==> src/hdl/fcr_pkg.sv <==
// Constants and carrier types for the flash configuration register bank
package fcr_pkg;

	// Register map (byte addresses on the APB side)
	localparam int              FCR_ADDR_W          = 13;
	localparam logic [12:0]     FCR_POWER_CTRL_OFS  = 13'h104C;
	localparam logic [12:0]     FCR_LIMIT_RPT_OFS   = 13'h1050;

	// Field positions
	localparam int              FCR_OFF_BIT_POS     = 0;
	localparam int              FCR_DOZE_BIT_POS    = 1;
	localparam int              FCR_LIMIT_LSB       = 24;
	localparam int              FCR_LIMIT_W         = 7;
	localparam int              FCR_RSVD_ONE_POS    = 23;

	// Values after reset
	localparam logic            FCR_OFF_BIT_RST     = 1'b0;
	localparam logic            FCR_DOZE_BIT_RST    = 1'b0;
	localparam logic [6:0]      FCR_LIMIT_DEFAULT   = 7'h10;
	localparam logic [31:0]     FCR_RDATA_RST       = 32'h0000_0000;

	// One limit step covers 8 KB of program memory
	localparam int              FCR_LIMIT_GRAIN     = 13;

	// Wake time after flash was powered down
	localparam int              FCR_CLK_MHZ         = 40;
	localparam int              FCR_WAKE_NS         = 1000;
	localparam int              FCR_WAKE_CYC        =
		(FCR_WAKE_NS * FCR_CLK_MHZ + 999) / 1000;
	localparam int              FCR_WAKE_CNT_W      = $clog2(FCR_WAKE_CYC + 1);

	// Bus master request towards program flash, and its answer
	typedef struct packed {
		logic        valid;
		logic        write;
		logic [31:0] addr;
		logic [31:0] wdata;
	} fcr_mreq_t;

	typedef struct packed {
		logic        ready;
		logic        err;
		logic [31:0] rdata;
	} fcr_mrsp_t;

	// Answer of the flash array itself
	typedef struct packed {
		logic        ready;
		logic [31:0] rdata;
	} fcr_frsp_t;

	typedef enum logic [1:0] {PWR_ON, PWR_OFF, PWR_WAKE} fcr_pwr_t;
	typedef enum logic [1:0] {ACC_IDLE, ACC_FWD, ACC_RESP} fcr_acc_t;

endpackage

==> src/hdl/fcr_flash_config.sv <==
// Flash power control and flash limit report registers with access gate
// Summary of operation
// - With the doze gate bit set, flash is powered down during doze once no access is being forwarded; with it clear, flash stays on.
// - Leaving doze with the doze gate bit set powers flash up again on its own.
// - Waking from doze with the doze gate bit set takes longer, covering flash power-up.
// - Any master access to flash while flash is disabled ends in a bus error.
// - Program memory off bit (bit 0) set gives bus errors on flash access and a low power flash; clear keeps flash on outside gated doze.
// - Flash stays in low power for as long as the program memory off bit stays set.
// - The limit report holds the read-only 7-bit program memory limit in bits 30 to 24.
// - Bit 23 of the limit report always reads one and ignores writes.
// - All other reserved bits of both registers read zero and ignore writes.
//
// Our own choice: register access over APB.
`timescale 1ns/1ps
module fcr_flash_config
	import fcr_pkg::*;
#(
	parameter logic [6:0] LIMIT    = FCR_LIMIT_DEFAULT,
	parameter int         WAKE_CYC = FCR_WAKE_CYC
) (
	// Clock and reset
	input  wire logic                  pclk,
	input  wire logic                  presetn,
	// APB slave
	input  wire logic                  psel,
	input  wire logic                  penable,
	input  wire logic                  pwrite,
	input  wire logic [FCR_ADDR_W-1:0] paddr,
	input  wire logic [31:0]           pwdata,
	input  wire logic [3:0]            pstrb,
	output logic [31:0]                prdata,
	output logic                       pready,
	output logic                       pslverr,
	// Power mode controller
	input  wire logic                  doze_mode,
	output logic                       flash_wake_busy,
	// Bus masters towards program flash
	input  wire fcr_mreq_t             mreq,
	output fcr_mrsp_t                  mrsp,
	// Program flash array
	output fcr_mreq_t                  freq,
	input  wire fcr_frsp_t             frsp,
	output logic                       flash_low_power
);

	localparam int CNT_W = $clog2(WAKE_CYC + 1);

	if (WAKE_CYC < 1) begin : g_chk_wake
		$error("WAKE_CYC must be at least one cycle");
	end
	if (LIMIT == 7'h00) begin : g_chk_limit
		$error("LIMIT must describe at least one 8 KB block");
	end

	function automatic logic fcr_hit(
		input logic [FCR_ADDR_W-1:0] addr,
		input logic [12:0]           ofs
	);
		fcr_hit = (addr == ofs);
	endfunction

	// Register state
	logic                  doze_gate_bit_ff;
	logic                  program_memory_off_bit_ff;
	logic [31:0]           prdata_ff;
	fcr_pwr_t              pwr_ff;
	fcr_pwr_t              nxt_pwr;
	logic [CNT_W-1:0]      wake_cnt_ff;
	logic [CNT_W-1:0]      nxt_wake_cnt;
	logic                  low_power_ff;
	logic                  wake_busy_ff;
	fcr_acc_t              acc_ff;
	fcr_acc_t              nxt_acc;
	fcr_mrsp_t             mrsp_ff;
	fcr_mrsp_t             nxt_mrsp;
	fcr_mreq_t             freq_ff;
	fcr_mreq_t             nxt_freq;

	// APB decode
	wire logic             hit_power  = fcr_hit(paddr, FCR_POWER_CTRL_OFS);
	wire logic             hit_limit  = fcr_hit(paddr, FCR_LIMIT_RPT_OFS);
	wire logic             mapped     = hit_power | hit_limit;
	wire logic             setup_ph   = psel & ~penable;
	wire logic             access_ph  = psel & penable;
	wire logic             wr_power   = access_ph & pwrite & hit_power &
		pstrb[0];

	// Read views of both registers
	wire logic [31:0]      power_view;
	wire logic [31:0]      limit_view;
	wire logic [31:0]      rd_mux;

	assign power_view = {30'h0000_0000, doze_gate_bit_ff,
		program_memory_off_bit_ff};
	assign limit_view = {1'b0, LIMIT, 1'b1, 23'h00_0000};
	assign rd_mux     = hit_power ? power_view :
		(hit_limit ? limit_view : 32'h0000_0000);

	// Zero wait states; unmapped addresses answer with an error
	assign pready  = 1'b1;
	assign pslverr = access_ph & ~mapped;
	assign prdata  = prdata_ff;

	// Read data is captured in the setup phase so it comes from a flop
	always_ff @(posedge pclk or negedge presetn) begin
		if (!presetn) begin
			prdata_ff <= FCR_RDATA_RST;
		end else if (setup_ph) begin
			prdata_ff <= pwrite ? 32'h0000_0000 : rd_mux;
		end
	end

	// Only the two control bits are writable; other lanes are ignored
	always_ff @(posedge pclk or negedge presetn) begin
		if (!presetn) begin
			doze_gate_bit_ff          <= FCR_DOZE_BIT_RST;
			program_memory_off_bit_ff <= FCR_OFF_BIT_RST;
		end else if (wr_power) begin
			doze_gate_bit_ff          <= pwdata[FCR_DOZE_BIT_POS];
			program_memory_off_bit_ff <= pwdata[FCR_OFF_BIT_POS];
		end
	end

	// Flash power control
	wire logic doze_off  = doze_mode & doze_gate_bit_ff;
	wire logic off_req   = program_memory_off_bit_ff | doze_off;
	wire logic acc_quiet = (acc_ff != ACC_FWD);
	wire logic wake_done = (wake_cnt_ff == '0);

	// A pending flash access is allowed to finish before power drops,
	// trading a few cycles of delay for never cutting a live transfer.
	always_comb begin
		nxt_pwr      = pwr_ff;
		nxt_wake_cnt = wake_cnt_ff;
		case (pwr_ff)
			PWR_ON: begin
				if (off_req && acc_quiet) begin
					nxt_pwr = PWR_OFF;
				end
			end
			PWR_OFF: begin
				if (!off_req) begin
					nxt_pwr      = PWR_WAKE;
					nxt_wake_cnt = CNT_W'(WAKE_CYC - 1);
				end
			end
			PWR_WAKE: begin
				if (off_req) begin
					nxt_pwr = PWR_OFF;
				end else if (wake_done) begin
					nxt_pwr = PWR_ON;
				end else begin
					nxt_wake_cnt = wake_cnt_ff - CNT_W'(1);
				end
			end
			default: begin
				nxt_pwr = PWR_OFF;
			end
		endcase
	end

	always_ff @(posedge pclk or negedge presetn) begin
		if (!presetn) begin
			pwr_ff       <= PWR_ON;
			wake_cnt_ff  <= '0;
			low_power_ff <= 1'b0;
			wake_busy_ff <= 1'b0;
		end else begin
			pwr_ff       <= nxt_pwr;
			wake_cnt_ff  <= nxt_wake_cnt;
			low_power_ff <= (nxt_pwr == PWR_OFF);
			wake_busy_ff <= (nxt_pwr == PWR_WAKE);
		end
	end

	assign flash_low_power = low_power_ff;
	assign flash_wake_busy = wake_busy_ff;

	// Flash access gate
	wire logic [31:0] limit_addr;
	wire logic        beyond;
	wire logic        gate_open;
	wire logic        take;

	assign limit_addr = {12'h000, LIMIT, 13'h0000};
	assign beyond     = (mreq.addr >= limit_addr);
	assign gate_open  = (pwr_ff == PWR_ON) & ~off_req;
	assign take       = mreq.valid & (acc_ff == ACC_IDLE);

	// RESP lasts one cycle so the request that was just answered
	// is not taken a second time while the master drops it.
	always_comb begin
		nxt_acc  = acc_ff;
		nxt_mrsp = '0;
		nxt_freq = freq_ff;
		case (acc_ff)
			ACC_IDLE: begin
				if (take && (!gate_open || beyond)) begin
					nxt_mrsp.ready = 1'b1;
					nxt_mrsp.err   = 1'b1;
					nxt_acc        = ACC_RESP;
				end else if (take) begin
					nxt_freq       = mreq;
					nxt_acc        = ACC_FWD;
				end
			end
			ACC_FWD: begin
				if (frsp.ready) begin
					nxt_freq       = '0;
					nxt_mrsp.ready = 1'b1;
					nxt_mrsp.rdata = freq_ff.write ? 32'h0000_0000 :
						frsp.rdata;
					nxt_acc        = ACC_RESP;
				end
			end
			ACC_RESP: begin
				nxt_acc = ACC_IDLE;
			end
			default: begin
				nxt_acc  = ACC_IDLE;
				nxt_freq = '0;
			end
		endcase
	end

	always_ff @(posedge pclk or negedge presetn) begin
		if (!presetn) begin
			acc_ff  <= ACC_IDLE;
			mrsp_ff <= '0;
			freq_ff <= '0;
		end else begin
			acc_ff  <= nxt_acc;
			mrsp_ff <= nxt_mrsp;
			freq_ff <= nxt_freq;
		end
	end

	assign mrsp = mrsp_ff;
	assign freq = freq_ff;

endmodule // fcr_flash_config

==> config.mk <==
export PLATFORM = sky130hd
export DESIGN_NAME = fcr_flash_config
export DESIGN_NICKNAME = d
export VERILOG_FILES = /design/src/hdl/fcr_pkg.sv /design/src/hdl/fcr_flash_config.sv
export SDC_FILE = /design/constraint.sdc
export NUM_CORES = 1
export LEC_CHECK = 0
export BUFFER_PORTS_ARGS = -buffer_cell sky130_fd_sc_hd__buf_4
export CAP_MARGIN = 20
export CORE_ASPECT_RATIO = 1.25
export CORE_MARGIN = 2
export CORE_UTILIZATION = 36
export DETAILED_ROUTE_END_ITERATION = 10
export GPL_ROUTABILITY_DRIVEN = 0
export PLACE_DENSITY = 0.68
export SYNTH_ARGS = -nofsm -noshare
export SYNTH_HDL_FRONTEND = slang
export SYNTH_SLANG_ARGS = --single-unit
==> constraint.sdc <==
create_clock -name pclk -period 2.45 [get_ports pclk]
set_input_delay 0.245 -clock pclk [delete_from_list [all_inputs] [get_ports pclk]]
set_output_delay 0.245 -clock pclk [all_outputs]
set_load 0.005 [all_outputs]
* After elaboration in Yosys (flattened, before gate mapping) *
Cells that the tools add are included.

operators by class
  $lt $le $gt $ge = 1
  mux-type cells = 27
  equality and inequality tests = 16
  add/sub/neg operators = 1
  bitwise operators = 15
  reduce and logical (&&, ||, !) cells = 11

operators with widths
  cell                    count
  $mux W66                3
  $pmux W66 S3            1
  $mux W32                3
  $mux W29                3
  $ge A32 B18 Y1 const B  1
  $eq A13 B13 Y1 const B  2
  $mux W6                 3
  $mux W2                 8
  $ne A2 B2 Y1 const B    6
  $pmux W6 S2             1
  $and A1 B1 Y1           9
  $reduce_and A4 Y1       2
  $eq A2 B1 Y1 const B    3
  $eq A2 B2 Y1 const B    3
  $logic_not A6 Y1        1
  $pmux W2 S3             1
  $sub A6 B1 Y6 const B   1
  $logic_not A2 Y1        2
  $not A1 Y1              4
  $pmux W2 S2             1
  $ne A3 B2 Y1 const B    1
  $logic_and A1 B1 Y1     2
  $mux W1                 2
  $ne A2 B1 Y1 const B    1
  6 further kinds         7

storage, ports and cells
  input port bits = 154
  logic and storage cells = 86
  register bits = 146

* Longest topological paths before layout *
  depth in word-level cells = 9
  mapped depth = 8
  gate-level depth less buffers = 7

* Worst setup path after synthesis *
OpenSTA, ideal clock, no wires.

  path type = register to register
  start point = reg wake_cnt_ff[0]
  end point = reg wake_cnt_ff[0]
  arrival = 1.667 ns
  slack = 0.661 ns
  period minus slack after synthesis = 1.789 ns
  buffers on the path = 0
  stages on the path, launching flop included = 7
  cell sequence = dfrtp_1 > inv_1 > ha_1 > or3b_2 > nor3_1 > o22ai_1 > o22a_1

on the way
  cells in the longest elaborated chain, start to end = 4
  elaborated cells on any way between the ends = 7
  classes of those cells = add/sub (1); eq/ne (1); mux (3); reduce/logical (2)

RTL lines
  item                      RTL line                 text
  start: declaration        fcr_flash_config.sv:68   logic [CNT_W-1:0] wake_cnt_ff;
  start signal: assignment  fcr_flash_config.sv:170  wake_cnt_ff <= nxt_wake_cnt;
  $sub A6 B1 Y6             fcr_flash_config.sv:153  nxt_wake_cnt = wake_cnt_ff - CNT_W'(1);
  $mux W6                   fcr_flash_config.sv:150  end else if (wake_done) begin
  $mux W6                   fcr_flash_config.sv:148  if (off_req) begin
  $pmux W6 S2               fcr_flash_config.sv:135  case (pwr_ff)

Parallel ways exist; a longest one is shown, timed or not. The select of a mux whose other input is x is not followed.
A chain may end at the register's enable or synchronous reset.

* Worst setup path in the final report *
Same ends and word-level chain as after synthesis.

==> impl_metrics.json <==
{
  "slowest_delay_ns": 0.49,
  "cts_tree": "built",
  "synth-simple-area-share_pct": 15.87,
  "worst_slew_pin_slew_ns": 0.6823,
  "arrival_ns": 2.32,
  "min_path_type": "input pin to flop",
  "end_kind": "flop",
  "synth_xor_area_share_pct": 0.1755,
  "placed_cell_area_um2": 6760,
  "ys_ff_latch": 117,
  "grt_pass1_vias": 3904,
  "vias_per_cell": 4.452,
  "reg2reg_depth": 6,
  "final_hold_viol_count": 0,
  "core_um2": 13690,
  "path_class": "flop to flop",
  "globalRouteTotalUtil_pct": 15.84,
  "syn_to_final_growth_pct": 48.37,
  "num_vias": 3882,
  "finClkSkew_ns": 0.009905,
  "hold_depth": 2,
  "final_core_util_pct": 54.07,
  "grt_max_degree": 67,
  "final_cells": 872,
  "synthCells": 455,
  "busiest_layer": "met2",
  "dieArea_um2": 14820,
  "period_share_pct": 83.31,
  "startpoint_type": "flop",
  "rows": 48,
  "cts_hold_buf": 1,
  "antenna-diode-count": 0,
  "met1_usage_pct": 17.62,
  "period_needed_ns": 2.041,
  "synthMuxAreaShare_pct": 10.48,
  "wl_mm": 11.60,
  "clkSinkCount": 117,
  "p_leak_nw": 4.437,
  "syn_area_per_cell_um2": 10.97,
  "nets": 840,
  "ioPinCount": 290,
  "drv_cap": 0,
  "synth_fa_ha_area_share_pct": 0.2508,
  "grt_overflow": 0,
  "fin_area_um2": 7403,
  "firstDrtPassIters": 4,
  "post_drt_wl_per_cell_um": 13.30,
  "crit_path_cell_trace": "inv_1, ha_1, or3b_2, nor3_1, o22ai_1, o22a_1",
  "clock_path_buffers": 2,
  "reg2reg_slack_ns": 0.41,
  "cts_made_buffers": 17,
  "whs_ns": 0.04782,
  "slew_viol_final": 0,
  "start_util_pct": 36.44,
  "ys.flop_type": "dfrtp_1",
  "path_delay_family": "simple AND/OR/NAND/NOR gates",
  "cts.clk_slew.worst_paths_ns": 0.05,
  "critical_path_buf_inv_count": 1,
  "drive_above_1_share_pct": 38.88,
  "peakVddDrop_uv": 517.4,
  "route.detailed.drc": 0,
  "drtIter0Drc": 143,
  "cts_resized": 0,
  "met2_usage_pct": 26.50,
  "post-dp-hpwl_mm": 8.438,
  "use_met3_pct": 6.830,
  "die_w_um": 109.3,
  "status": "finished clean",
  "path_max_fanout": 6,
  "post-place-cells": 840,
  "worst-path-stages": 6,
  "die_y_um": 135.6,
  "syn_area_um2": 4990,
  "grt_pass1_wl_mm": 18.20,
  "ys_types": 37,
  "post-cts-setup-buffer-count": 0,
  "setup_viol": 0,
  "root_buffer": "clkbuf_16",
  "rsz0062_at_grt": "false",
  "synth_edf_count": 0,
  "synth_warnings": 0,
  "max_slew_margin_pct": 54.51,
  "tns_ns": 0,
  "antenna_found_initial": 0,
  "numPortBuffers": 227,
  "synth_top_family_by_area": "simple AND/OR/NAND/NOR gates",
  "max_freq_ghz": 0.4899,
  "crit_slowest_cell": "or3b_2",
  "cts_max_level": 4,
  "detail-route-antenna-nets": 0,
  "worstPathRequired_ns": 2.73,
  "synth_compound_area_share_pct": 3.360,
  "async_reset_ff_share_pct": 100.0,
  "cellPowerDensity_nw_per_um2": 702.9,
  "insertion_delay_ns": 0.40,
  "yosysSeqAreaShare_pct": 58.68
}
-- registers in the layout (all words and copies together) (netlist names) --
| name | flops |
|---|---|
| acc_ff | 2 |
| doze_gate_bit_ff | 1 |
| prdata | 3 |
| flash_wake_busy | 1 |
| program_memory_off_bit_ff | 1 |
| wake_cnt_ff | 6 |
| flash_low_power | 1 |
| mrsp | 34 |
| freq | 66 |
| pwr_ff | 2 |
-- cells in the mapped netlist, types with 2 or more instances --
cell      number  area [um2]
buf_6          5       56.30
nor2b_1        2       12.51
nor3_1         2       10.01
buf_2          2       10.01
and3_1        17       106.4
o22a_1         4       35.03
nor2_1         7       26.28
nand3b_1       3       22.52
conb_1         2       7.510
nand2_1       62       232.7
inv_1         56       210.2
o21ai_0       10       50.05
a22oi_1        2       15.01
a21oi_1        5       25.02
or3_1          4       25.02
dfrtp_1      117        2928
nand3_1        2       10.01
and2_1        32       200.2
clkbuf_1      13       48.80
nor4_1         4       25.02
nand4_1        2       12.51
nand2b_1       4       25.02
or4_1          5       37.54
mux2_2         2       22.52
mux2i_1       50       500.5
buf_4         30       225.2
-- through the flow --
stage | total power, mW | setup WS [ns]
2_1_floorplan | 2.372 | 0.6614
4_1_cts | 5.281 | 0.4097
3_5_place_dp | 2.602 | 0.4596
3_3_place_gp | 2.580 | 0.4914
6_report | 5.204 | 0.4088
5_1_grt | 5.448 | 0.2990
-- per-layer routing --
metal | share of wire, % | wire length [um]
met1 | 38 | 4361
met2 | 51 | 5934
met3 | 9.8 | 1134
met4 | 1.4 | 168
met5 | 0 | 0
-- where the power goes --
group,internal [mW],switching [mW]
clock,1.80,0.829
combinational,0.270,0.213
sequential,2.01,0.0871
total,4.08,1.13
-- logic make-up (layout without fill, tap and decap cells) --
| kind of cell | count (synthesis) | in the layout |
|---|---|---|
| simple gates | 151 | 151 |
| flops | 117 | 117 |
| buf+inv | 106 | 321 |
| mux | 52 | 52 |
| compound gates | 25 | 25 |
| other cells | 2 | 29 |
| fa+ha+maj | 1 | 1 |
| xor+xnor | 1 | 1 |
-- path summary, 6_finish.rpt --
| kind | end | from |
|---|---|---|
| min in group asynchronous | freq[30] | presetn |
| min | mrsp[21] | frsp[21] |
| max reg2reg | wake_cnt_ff[0] | wake_cnt_ff[0] |
| min reg2reg | freq[65] | freq[65] |
| max in group asynchronous | freq[14] | presetn |
| max | wake_cnt_ff[0] | wake_cnt_ff[0] |
-- layout by cell type, fill, tap and decap left out, drive strengths merged, types with 3 or more instances in the layout --
master,n
clkbuf,22
o21ai,10
and3,17
dfrtp,117
clkinv,5
nor4,4
or4,5
a21oi,6
and2,32
nand2,62
inv,56
conb,29
bufinv,4
or3,5
buf,233
nand3b,3
nor2,7
mux2i,50
nand2b,4
o22a,4
-- cell type report --
class,instances,area [um2]
fill,1230,6290
clock buffer,22,484.2
sequential,117,2928
tap,175,219.0
clock inverter,9,148.9
inverter,56,210.2
multi-input combinational,259,1629
timing repair buffer,234,1784
(Power assumes the default switching activity.)
